File: src/rtl/tpf_pkg.sv
// Package for the transmit pause, slot mask and filter register bank.
// Assumes a 32-bit APB slave in the core clock domain at 200 MHz.

package tpf_pkg;

  // ----------------------------------------------------------------
  // Register byte addresses
  // ----------------------------------------------------------------
  localparam logic [15:0] TPF_OFS_FILTER_CMD   = 16'h1038;
  localparam logic [15:0] TPF_OFS_FILTER_RD    = 16'h1038;
  localparam logic [15:0] TPF_OFS_MISC_IFS     = 16'h10f0;
  localparam logic [15:0] TPF_OFS_PAUSE        = 16'h1270;
  localparam logic [15:0] TPF_OFS_SLOT_MASK    = 16'h12f0;
  localparam logic [15:0] TPF_OFS_CLEAR_ALL    = 16'h143c;
  localparam logic [15:0] TPF_OFS_SET_ALL      = 16'h147c;

  // ----------------------------------------------------------------
  // Readback window layout
  // ----------------------------------------------------------------
  localparam logic [15:0] TPF_RD_SPAN          = 16'h07c8;
  localparam logic [15:0] TPF_RD_UNIT_STRIDE   = 16'h0100;
  localparam logic [15:0] TPF_RD_WORD_STRIDE   = 16'h0040;
  localparam logic [15:0] TPF_RD_HIGH_UNIT_OFS = 16'h0004;
  localparam int          TPF_RD_LOW_UNITS     = 8;

  // ----------------------------------------------------------------
  // Field positions
  // ----------------------------------------------------------------
  localparam int TPF_PAUSE_REQ_LSB   = 0;
  localparam int TPF_PAUSE_DONE_BIT  = 16;
  localparam int TPF_CMD_MASK_LSB    = 0;
  localparam int TPF_CMD_SLICE_LSB   = 16;
  localparam int TPF_CMD_UNIT_LSB    = 20;
  localparam int TPF_CMD_OP_LSB      = 24;
  localparam int TPF_SLOT_WIN_LSB    = 25;

  // ----------------------------------------------------------------
  // Sizes and values after reset
  // ----------------------------------------------------------------
  localparam int          TPF_UNITS        = 10;
  localparam int          TPF_FILTER_W     = 128;
  localparam int          TPF_SLICE_W      = 16;
  localparam int          TPF_SLOTS        = 16;
  localparam logic [3:0]  TPF_OP_CLEAR     = 4'h0;
  localparam logic [3:0]  TPF_OP_SET       = 4'h1;
  localparam logic [31:0] TPF_PAUSE_RESET  = 32'h00010000;
  localparam logic [15:0] TPF_MASK_RESET   = 16'h0000;
  localparam logic [1:0]  TPF_WIN_RESET    = 2'h0;

endpackage

File: src/rtl/tpf_bank.sv
// Transmit pause control, backoff slot mask and per-unit transmit filter.
// Assumes an APB master on i_clk and channel-access units on i_clk too,
// so their status and timing strobes need no synchroniser.
//
// Notes on behaviour
// - Ten pause request bits, one per unit
// - Bit 16 reads 1 once requesters stopped
// - No request pending reads status one
// - Slot mask ignored while window length zero
// - Slot at SIFS expiry is slot 0
// - Slot number advances every slot tick, except when SIFS expires in that cycle
// - Mask bit n blocks slots n mod 16
// - 128 filter bits kept per unit
// - Only mask-enabled slice bits get updated
// - Slice field picks bits 16k+15..16k
// - Unit field 0..9; reserved values ignored
// - Operation 0 clears, 1 sets bits
// - Filter readback at printed offset layout
// - Clear-all command clears unit's filter
// - Set-all command sets unit's filter
// - Window length lives in misc bits 26:25
//
// The APB interface to the registers was decided locally.

`timescale 1ns/1ps
`default_nettype none

module tpf_bank #(
  parameter int ADDR_W = 16
) (
  // Clock and reset
  input  wire logic                  i_clk,
  input  wire logic                  i_srst,
  // APB slave
  input  wire logic                  i_psel,
  input  wire logic                  i_penable,
  input  wire logic                  i_pwrite,
  input  wire logic [ADDR_W-1:0]     i_paddr,
  input  wire logic [31:0]           i_pwdata,
  output logic                       o_pready,
  output logic                       o_pslverr,
  output logic [31:0]                o_prdata,
  // Channel-access unit status and slot timing
  input  wire logic [9:0]            i_unit_on_air,
  input  wire logic                  i_sifs_expired,
  input  wire logic                  i_slot_tick,
  // Controls to the channel-access units
  output logic [9:0]                 o_pause_request,
  output logic [9:0]                 o_tx_start_allowed,
  output logic [3:0]                 o_slot_number,
  output logic [10*128-1:0]          o_tx_filter
);

  // ----------------------------------------------------------------
  // Bus decode
  // ----------------------------------------------------------------
  logic              setup_ph;
  logic              wr_fire;
  logic [15:0]       addr16;
  logic [15:0]       rd_off;
  logic              rd_in_win;
  logic              rd_hit;
  logic [3:0]        rd_unit;
  logic [1:0]        rd_word;

  assign setup_ph = i_psel && !i_penable;
  // Zero wait states: the access phase always completes at once
  assign o_pready = i_psel && i_penable;
  assign wr_fire  = i_psel && i_penable && i_pwrite;
  assign addr16   = 16'(i_paddr);

  // One compare shared by the filter command, clear-all and set-all strobes keeps their decodes alike
  function automatic logic fn_wr_hit(input logic        fire,
                                     input logic [15:0] addr,
                                     input logic [15:0] ofs);
    return fire && (addr == ofs);
  endfunction

  // Readback offsets: units 0..7 at unit*0x100, units 8,9 shifted by 4
  assign rd_off    = addr16 - tpf_pkg::TPF_OFS_FILTER_RD;
  assign rd_in_win = (addr16 >= tpf_pkg::TPF_OFS_FILTER_RD) &&
                     (rd_off < tpf_pkg::TPF_RD_SPAN);
  assign rd_word   = rd_off[7:6];
  always_comb begin
    rd_unit = {1'b0, rd_off[10:8]};
    rd_hit  = 1'b0;
    if (rd_in_win && rd_off[1:0] == 2'b00 && rd_off[5:3] == 3'b000) begin
      if (!rd_off[2]) begin
        rd_hit = 1'b1;
      end else if (rd_off[10:9] == 2'b00) begin
        rd_unit = 4'(tpf_pkg::TPF_RD_LOW_UNITS) + {3'h0, rd_off[8]};
        rd_hit  = 1'b1;
      end
    end
  end

  // ----------------------------------------------------------------
  // Control registers
  // ----------------------------------------------------------------
  logic [9:0]        pause_request_bits;
  logic [9:0]        next_pause_request_bits;
  logic [15:0]       slot_mask;
  logic [15:0]       next_slot_mask;
  logic [1:0]        slot_window_length;
  logic [1:0]        next_slot_window_length;

  // Reserved bits are dropped on write and read back as zero
  always_comb begin
    next_pause_request_bits = pause_request_bits;
    next_slot_mask          = slot_mask;
    next_slot_window_length = slot_window_length;
    if (wr_fire) begin
      unique case (addr16)
        tpf_pkg::TPF_OFS_PAUSE: begin
          next_pause_request_bits =
            i_pwdata[tpf_pkg::TPF_PAUSE_REQ_LSB +: 10];
        end
        tpf_pkg::TPF_OFS_SLOT_MASK: begin
          next_slot_mask = i_pwdata[15:0];
        end
        tpf_pkg::TPF_OFS_MISC_IFS: begin
          next_slot_window_length =
            i_pwdata[tpf_pkg::TPF_SLOT_WIN_LSB +: 2];
        end
        default: begin
        end
      endcase
    end
  end

  always_ff @(posedge i_clk) begin
    if (i_srst) begin
      pause_request_bits <=
        tpf_pkg::TPF_PAUSE_RESET[tpf_pkg::TPF_PAUSE_REQ_LSB +: 10];
      slot_mask          <= tpf_pkg::TPF_MASK_RESET;
      slot_window_length <= tpf_pkg::TPF_WIN_RESET;
    end else begin
      pause_request_bits <= next_pause_request_bits;
      slot_mask          <= next_slot_mask;
      slot_window_length <= next_slot_window_length;
    end
  end

  assign o_pause_request = pause_request_bits;

  // ----------------------------------------------------------------
  // Pause status
  // ----------------------------------------------------------------
  logic              pause_complete_status;

  // Reads one with no requests, since the AND term is then empty.
  // Judged live when read data is captured: a registered copy would
  // still read one just after a request lands on a transmitting unit.
  always_comb begin
    pause_complete_status =
      ~|(pause_request_bits & i_unit_on_air);
  end

  // ----------------------------------------------------------------
  // Backoff slot counter
  // ----------------------------------------------------------------
  logic [3:0]        slot_number;
  logic [3:0]        next_slot_number;
  logic              slot_ok;

  // Counts modulo 16 by wrapping; SIFS expiry wins over a slot tick
  always_comb begin
    next_slot_number = slot_number;
    if (i_sifs_expired) begin
      next_slot_number = 4'h0;
    end else if (i_slot_tick) begin
      next_slot_number = slot_number + 4'h1;
    end
  end

  always_ff @(posedge i_clk) begin
    if (i_srst) begin
      slot_number <= 4'h0;
    end else begin
      slot_number <= next_slot_number;
    end
  end

  assign o_slot_number = slot_number;
  assign slot_ok = (slot_window_length == 2'h0) ||
                   !slot_mask[slot_number];
  // A paused unit may end its current frame but may not start another
  assign o_tx_start_allowed = {10{slot_ok}} & ~pause_request_bits;

  // ----------------------------------------------------------------
  // Transmit filters
  // ----------------------------------------------------------------
  logic [127:0]      filter_bits [10];
  logic [127:0]      next_filter_bits [10];
  logic [15:0]       filter_update_mask;
  logic [3:0]        filter_slice_select;
  logic [3:0]        filter_unit_select;
  logic [3:0]        filter_operation;
  logic [127:0]      slice_enable;
  logic [9:0]        filter_clear_all_bits;
  logic [9:0]        filter_set_all_bits;
  logic              cmd_hit;
  logic              clr_hit;
  logic              set_hit;

  assign filter_update_mask  =
    i_pwdata[tpf_pkg::TPF_CMD_MASK_LSB +: 16];
  assign filter_slice_select =
    i_pwdata[tpf_pkg::TPF_CMD_SLICE_LSB +: 4];
  assign filter_unit_select  =
    i_pwdata[tpf_pkg::TPF_CMD_UNIT_LSB +: 4];
  assign filter_operation    =
    i_pwdata[tpf_pkg::TPF_CMD_OP_LSB +: 4];
  assign filter_clear_all_bits = i_pwdata[9:0];
  assign filter_set_all_bits   = i_pwdata[9:0];
  assign cmd_hit = fn_wr_hit(wr_fire, addr16, tpf_pkg::TPF_OFS_FILTER_CMD);
  assign clr_hit = fn_wr_hit(wr_fire, addr16, tpf_pkg::TPF_OFS_CLEAR_ALL);
  assign set_hit = fn_wr_hit(wr_fire, addr16, tpf_pkg::TPF_OFS_SET_ALL);

  // Slices 8..15 wrap the shift, so the command decode refuses them
  assign slice_enable = {112'h0, filter_update_mask} <<
                        (7'(filter_slice_select) * 7'd16);

  always_comb begin
    for (int u = 0; u < tpf_pkg::TPF_UNITS; u++) begin
      next_filter_bits[u] = filter_bits[u];
      if (cmd_hit &&
          filter_unit_select == 4'(u) &&
          filter_slice_select[3] == 1'b0) begin
        if (filter_operation == tpf_pkg::TPF_OP_CLEAR) begin
          next_filter_bits[u] = filter_bits[u] & ~slice_enable;
        end else if (filter_operation == tpf_pkg::TPF_OP_SET) begin
          next_filter_bits[u] = filter_bits[u] | slice_enable;
        end
      end
      if (clr_hit &&
          filter_clear_all_bits[u]) begin
        next_filter_bits[u] = '0;
      end
      // Set-all placed last so it wins if both land on one unit
      if (set_hit &&
          filter_set_all_bits[u]) begin
        next_filter_bits[u] = '1;
      end
    end
  end

  always_ff @(posedge i_clk) begin
    for (int u = 0; u < tpf_pkg::TPF_UNITS; u++) begin
      if (i_srst) begin
        filter_bits[u] <= '0;
      end else begin
        filter_bits[u] <= next_filter_bits[u];
      end
    end
  end

  always_comb begin
    for (int u = 0; u < tpf_pkg::TPF_UNITS; u++) begin
      o_tx_filter[u*128 +: 128] = filter_bits[u];
    end
  end

  // ----------------------------------------------------------------
  // Read data
  // ----------------------------------------------------------------
  logic [31:0]       rd_data;
  logic [31:0]       next_rd_data;
  logic              rd_err;
  logic              next_rd_err;
  logic [127:0]      rd_filter;

  assign rd_filter = filter_bits[(rd_unit < 4'd10) ? rd_unit : 4'd0];

  // Captured in the setup phase so read data comes from flops
  always_comb begin
    next_rd_data = rd_data;
    next_rd_err  = rd_err;
    if (setup_ph) begin
      next_rd_data = 32'h0;
      next_rd_err  = 1'b0;
      if (addr16 == tpf_pkg::TPF_OFS_PAUSE) begin
        next_rd_data[tpf_pkg::TPF_PAUSE_REQ_LSB +: 10] = pause_request_bits;
        next_rd_data[tpf_pkg::TPF_PAUSE_DONE_BIT] =
          pause_complete_status;
      end else if (addr16 == tpf_pkg::TPF_OFS_SLOT_MASK) begin
        next_rd_data[15:0] = slot_mask;
      end else if (addr16 == tpf_pkg::TPF_OFS_MISC_IFS) begin
        next_rd_data[tpf_pkg::TPF_SLOT_WIN_LSB +: 2] = slot_window_length;
      end else if (addr16 == tpf_pkg::TPF_OFS_CLEAR_ALL ||
                   addr16 == tpf_pkg::TPF_OFS_SET_ALL) begin
        next_rd_data = 32'h0;
      end else if (!i_pwrite && rd_hit) begin
        next_rd_data = rd_filter[rd_word*32 +: 32];
      end else if (i_pwrite && addr16 == tpf_pkg::TPF_OFS_FILTER_CMD) begin
        next_rd_data = 32'h0;
      end else begin
        next_rd_err = 1'b1;
      end
    end
  end

  always_ff @(posedge i_clk) begin
    if (i_srst) begin
      rd_data <= 32'h0;
      rd_err  <= 1'b0;
    end else begin
      rd_data <= next_rd_data;
      rd_err  <= next_rd_err;
    end
  end

  assign o_prdata  = rd_data;
  assign o_pslverr = o_pready && rd_err;

endmodule

`default_nettype wire

File: config.mk
export PLATFORM = sky130hd
export DESIGN_NAME = tpf_bank
export DESIGN_NICKNAME = d
export VERILOG_FILES = /design/src/rtl/tpf_pkg.sv /design/src/rtl/tpf_bank.sv
export SDC_FILE = /design/constraint.sdc
export NUM_CORES = 2
export LEC_CHECK = 0
export ABC_CLOCK_PERIOD_IN_PS = 5800
export BUFFER_PORTS_ARGS = -buffer_cell sky130_fd_sc_hd__buf_2
export CORE_AREA = 2 2 539 541
export CTS_CLUSTER_DIAMETER = 50
export DETAILED_ROUTE_END_ITERATION = 10
export DIE_AREA = 0 0 541 543
export SYNTH_ARGS = -nofsm -noshare
export SYNTH_HDL_FRONTEND = slang
export SYNTH_SLANG_ARGS = --single-unit
export TNS_END_PERCENT = 10
File: constraint.sdc
create_clock -name i_clk -period 5.8 [get_ports i_clk]
set_clock_uncertainty 0.2 [all_clocks]
set_input_delay 0.58 -clock i_clk [delete_from_list [all_inputs] [get_ports i_clk]]
set_output_delay 0.58 -clock i_clk [all_outputs]
set_load 0.005 [all_outputs]
==> results.json <==
{
  "status": "complete, but fails checks",
  "failed_checks": "DRC",
  "r2r-start": "filter_bits[3][66]",
  "cts_root_buf": "clkbuf_16",
  "ys_seq_area_share_pct": 39.27,
  "cp_top_family": "compound AO/OA/AOI/OAI gates",
  "track_usage_pct": 38.66,
  "worstPathMaxFanout": 24,
  "syn_inst": 8957,
  "rows": 197,
  "worst_pin_slew_ns": 1.453,
  "drive_gt1_share_pct": 23.57,
  "synth_area_um2": 68570,
  "fin_util_pct": 30.43,
  "path_buf_inv": 2,
  "synth-edff-count": 0,
  "cpMostUsedCell": "nand2_1",
  "clk_latency_ns": 0.97,
  "synth_cell_type_count": 83,
  "gp_congestion": 1.014,
  "cap_violations": 0,
  "grt_pass1_vias": 75010,
  "dp_hpwl_um": 419100,
  "hold_class": "in2reg",
  "crit_start": "i_paddr[7]",
  "core_area_um2": 287400,
  "period_share_pct": 73.48,
  "slew_viol_final": 0,
  "holdWs_ns": 0.07213,
  "final_hold_viol_count": 0,
  "wl_um": 597000,
  "clockBufferDepth": 4,
  "grt_max_degree": 167,
  "crit_chain": "buf_2 -> a311o_1 -> o21ai_1 -> a21oi_4 -> buf_4 -> a22oi_1 -> nand2_1 -> o21ai_0 -> nand2_1 -> a32o_1",
  "htree_levels": 4,
  "syn-num-nets": 9025,
  "crit_slowest_cell": "o21ai_1",
  "nets": 9877,
  "ys_seq_elements": 1345,
  "die_h_um": 543,
  "critical-path-max-stage-delay_ns": 0.81,
  "numPortBuffers": 1398,
  "drtIter0Drc": 15560,
  "p_leak_nw": 31.91,
  "finalCriticalPeriod_ns": 4.262,
  "clk_pin_slew_ns": 0.05,
  "end_kind": "flip-flop",
  "vias": 86340,
  "grt_antenna_before_repair": 63,
  "place_inst": 13370,
  "setup_viol": 0,
  "ctsHoldBuffers": 6,
  "vias_per_cell": 6.249,
  "post-cts-setup-buffer-count": 0,
  "finalSetupTns_ns": 0,
  "power_mw": 25.20,
  "drt-wirelength-per-cell_um": 43.21,
  "p_per_area_nw_per_um2": 288.2,
  "fp.dieW_um": 541,
  "stdcell_count": 13820,
  "fmax_mhz": 234.6,
  "rsz0062_at_grt": "false",
  "avgSynthCellArea_um2": 7.656,
  "ys.flop_type": "dfxtp_1",
  "slew_headroom_pct": 3.138,
  "syn_to_final_growth_pct": 27.54,
  "io_pins": 1403,
  "ys.warnings.count": 0,
  "ant_nets": 0,
  "cts_tree": "yes",
  "drt_pass1_iterations": 11,
  "cts_buffers": 214,
  "cts_resized": 0,
  "path_class": "in2reg",
  "worst_hold_startpoint": "i_pwrite",
  "start_util_pct": 23.86,
  "peakVddDrop_mv": 0.2748,
  "drc_errors": 1,
  "grt-ovfl-total": 0,
  "async_flop_share_pct": 0,
  "worstPathRequired_ns": 6.37,
  "grt_pass1_wl_um": 768400,
  "startpoint_type": "input port",
  "crit_arrival_ns": 4.83,
  "cts_num_sinks": 1345,
  "dieArea_um2": 293800
}
## cells in the final DEF, fill, tap and decap left out, drive strengths merged, types with 7 or more instances in the layout
master / instances
o31ai: 138
diode: 48
o221ai: 7
a21oi: 1038
o22ai: 43
clkbuf: 265
a221oi: 7
nand3: 281
dfxtp: 1345
buf: 1681
a22oi: 65
nor3: 229
mux4: 182
a211oi: 605
clkinv: 50
or3: 7
inv: 44
nor4: 24
a22o: 10
and2: 133
o21ai: 712
xnor2: 9
nand2b: 11
nand4: 30
mux2i: 21
o211ai: 8
clkinvlp: 18
a311oi: 23
and3: 47
a21boi: 172
a31oi: 409
nand2: 1804
a31o: 13
nor2: 448
bufinv: 23
## layer usage
layer | track usage, % | part of all wire [%] | routed length (um)
met1 | 43.73 | 34 | 201700
met2 | 55.45 | 40 | 239800
met3 | 18.00 | 16 | 93360
met4 | 31.16 | 10 | 61640
met5 | 0.5918 | 0.078 | 467
## cell families after synthesis
logic type	Yosys count	share of synthesized area, %
AO/OA/AOI/OAI	3297	29.14
AND/OR/NAND/NOR	3039	18.76
flip-flops	1345	39.27
buffers and inverters	1058	6.326
multiplexers	203	6.289
XOR/XNOR	12	0.1642
adder cells (fa/ha/maj)	3	0.05474
## state kept, by name (all words and copies together) (netlist names)
name,flops
filter_bits,1280
o_pause_request,10
o_prdata,32
o_slot_number,4
rd_err,1
slot_mask,16
slot_window_length,2
## area by class of cell
cell class | instances | area, um2
Fill cell | 30890 | 199900
Multi-Input combinational cell | 6554 | 37920
Sequential cell | 1345 | 26930
Timing Repair Buffer | 1688 | 10220
Clock buffer | 264 | 5826
Tap cell | 3781 | 4731
Clock inverter | 129 | 1693
Antenna cell | 48 | 120.1
Inverter | 6 | 22.52
## worst min-delay path: cells and delay by family
family          cells  cell delay, ns
compound gates      2            0.23
buf+inv             1            0.17
simple gates        1            0.09
## metrics by stage
step	worst slack (ns)	area, um2
6_report	1.538	87460
5_1_grt	1.526	87380
4_1_cts	1.269	87330
3_5_place_dp	0.3538	79750
3_3_place_gp	0.3304	79750
2_1_floorplan	2.260	68570
## power breakdown
part	internal, mW	switching [mW]
logic	0.416	1.65
registers	9.24	0.00414
clock network	8.28	5.60
total	17.9	7.26
## synthesized netlist by cell type (all sizes together) (24+ instances only)
library cell     n  share of area, %
nand3          281               2.1
and3            47              0.43
nor2           448               2.5
a21boi         172               1.9
o31ai          138               1.5
a21oi         1038               7.6
o21ai          712               5.2
mux4           182               6.0
nand4           30              0.28
o22ai           43              0.39
buf            246               1.9
dfxtp         1345                39
a211oi         605               6.6
and2           133               1.2
nand2         1804               9.9
a31oi          409               3.7
clkbuf         806               4.4
nor4            24              0.29
a22oi           65              0.71
nor3           229               1.7
## final timing paths
kind	endpoint	cells past startpoint	slack [ns]
max	o_prdata[2]	10	1.54
min	o_prdata[26]	4	0.07
max reg2reg	o_prdata[2]	6	2.84
min reg2reg	o_prdata[28]	2	0.25
No activity file was read; power rests on OpenSTA's default activity.
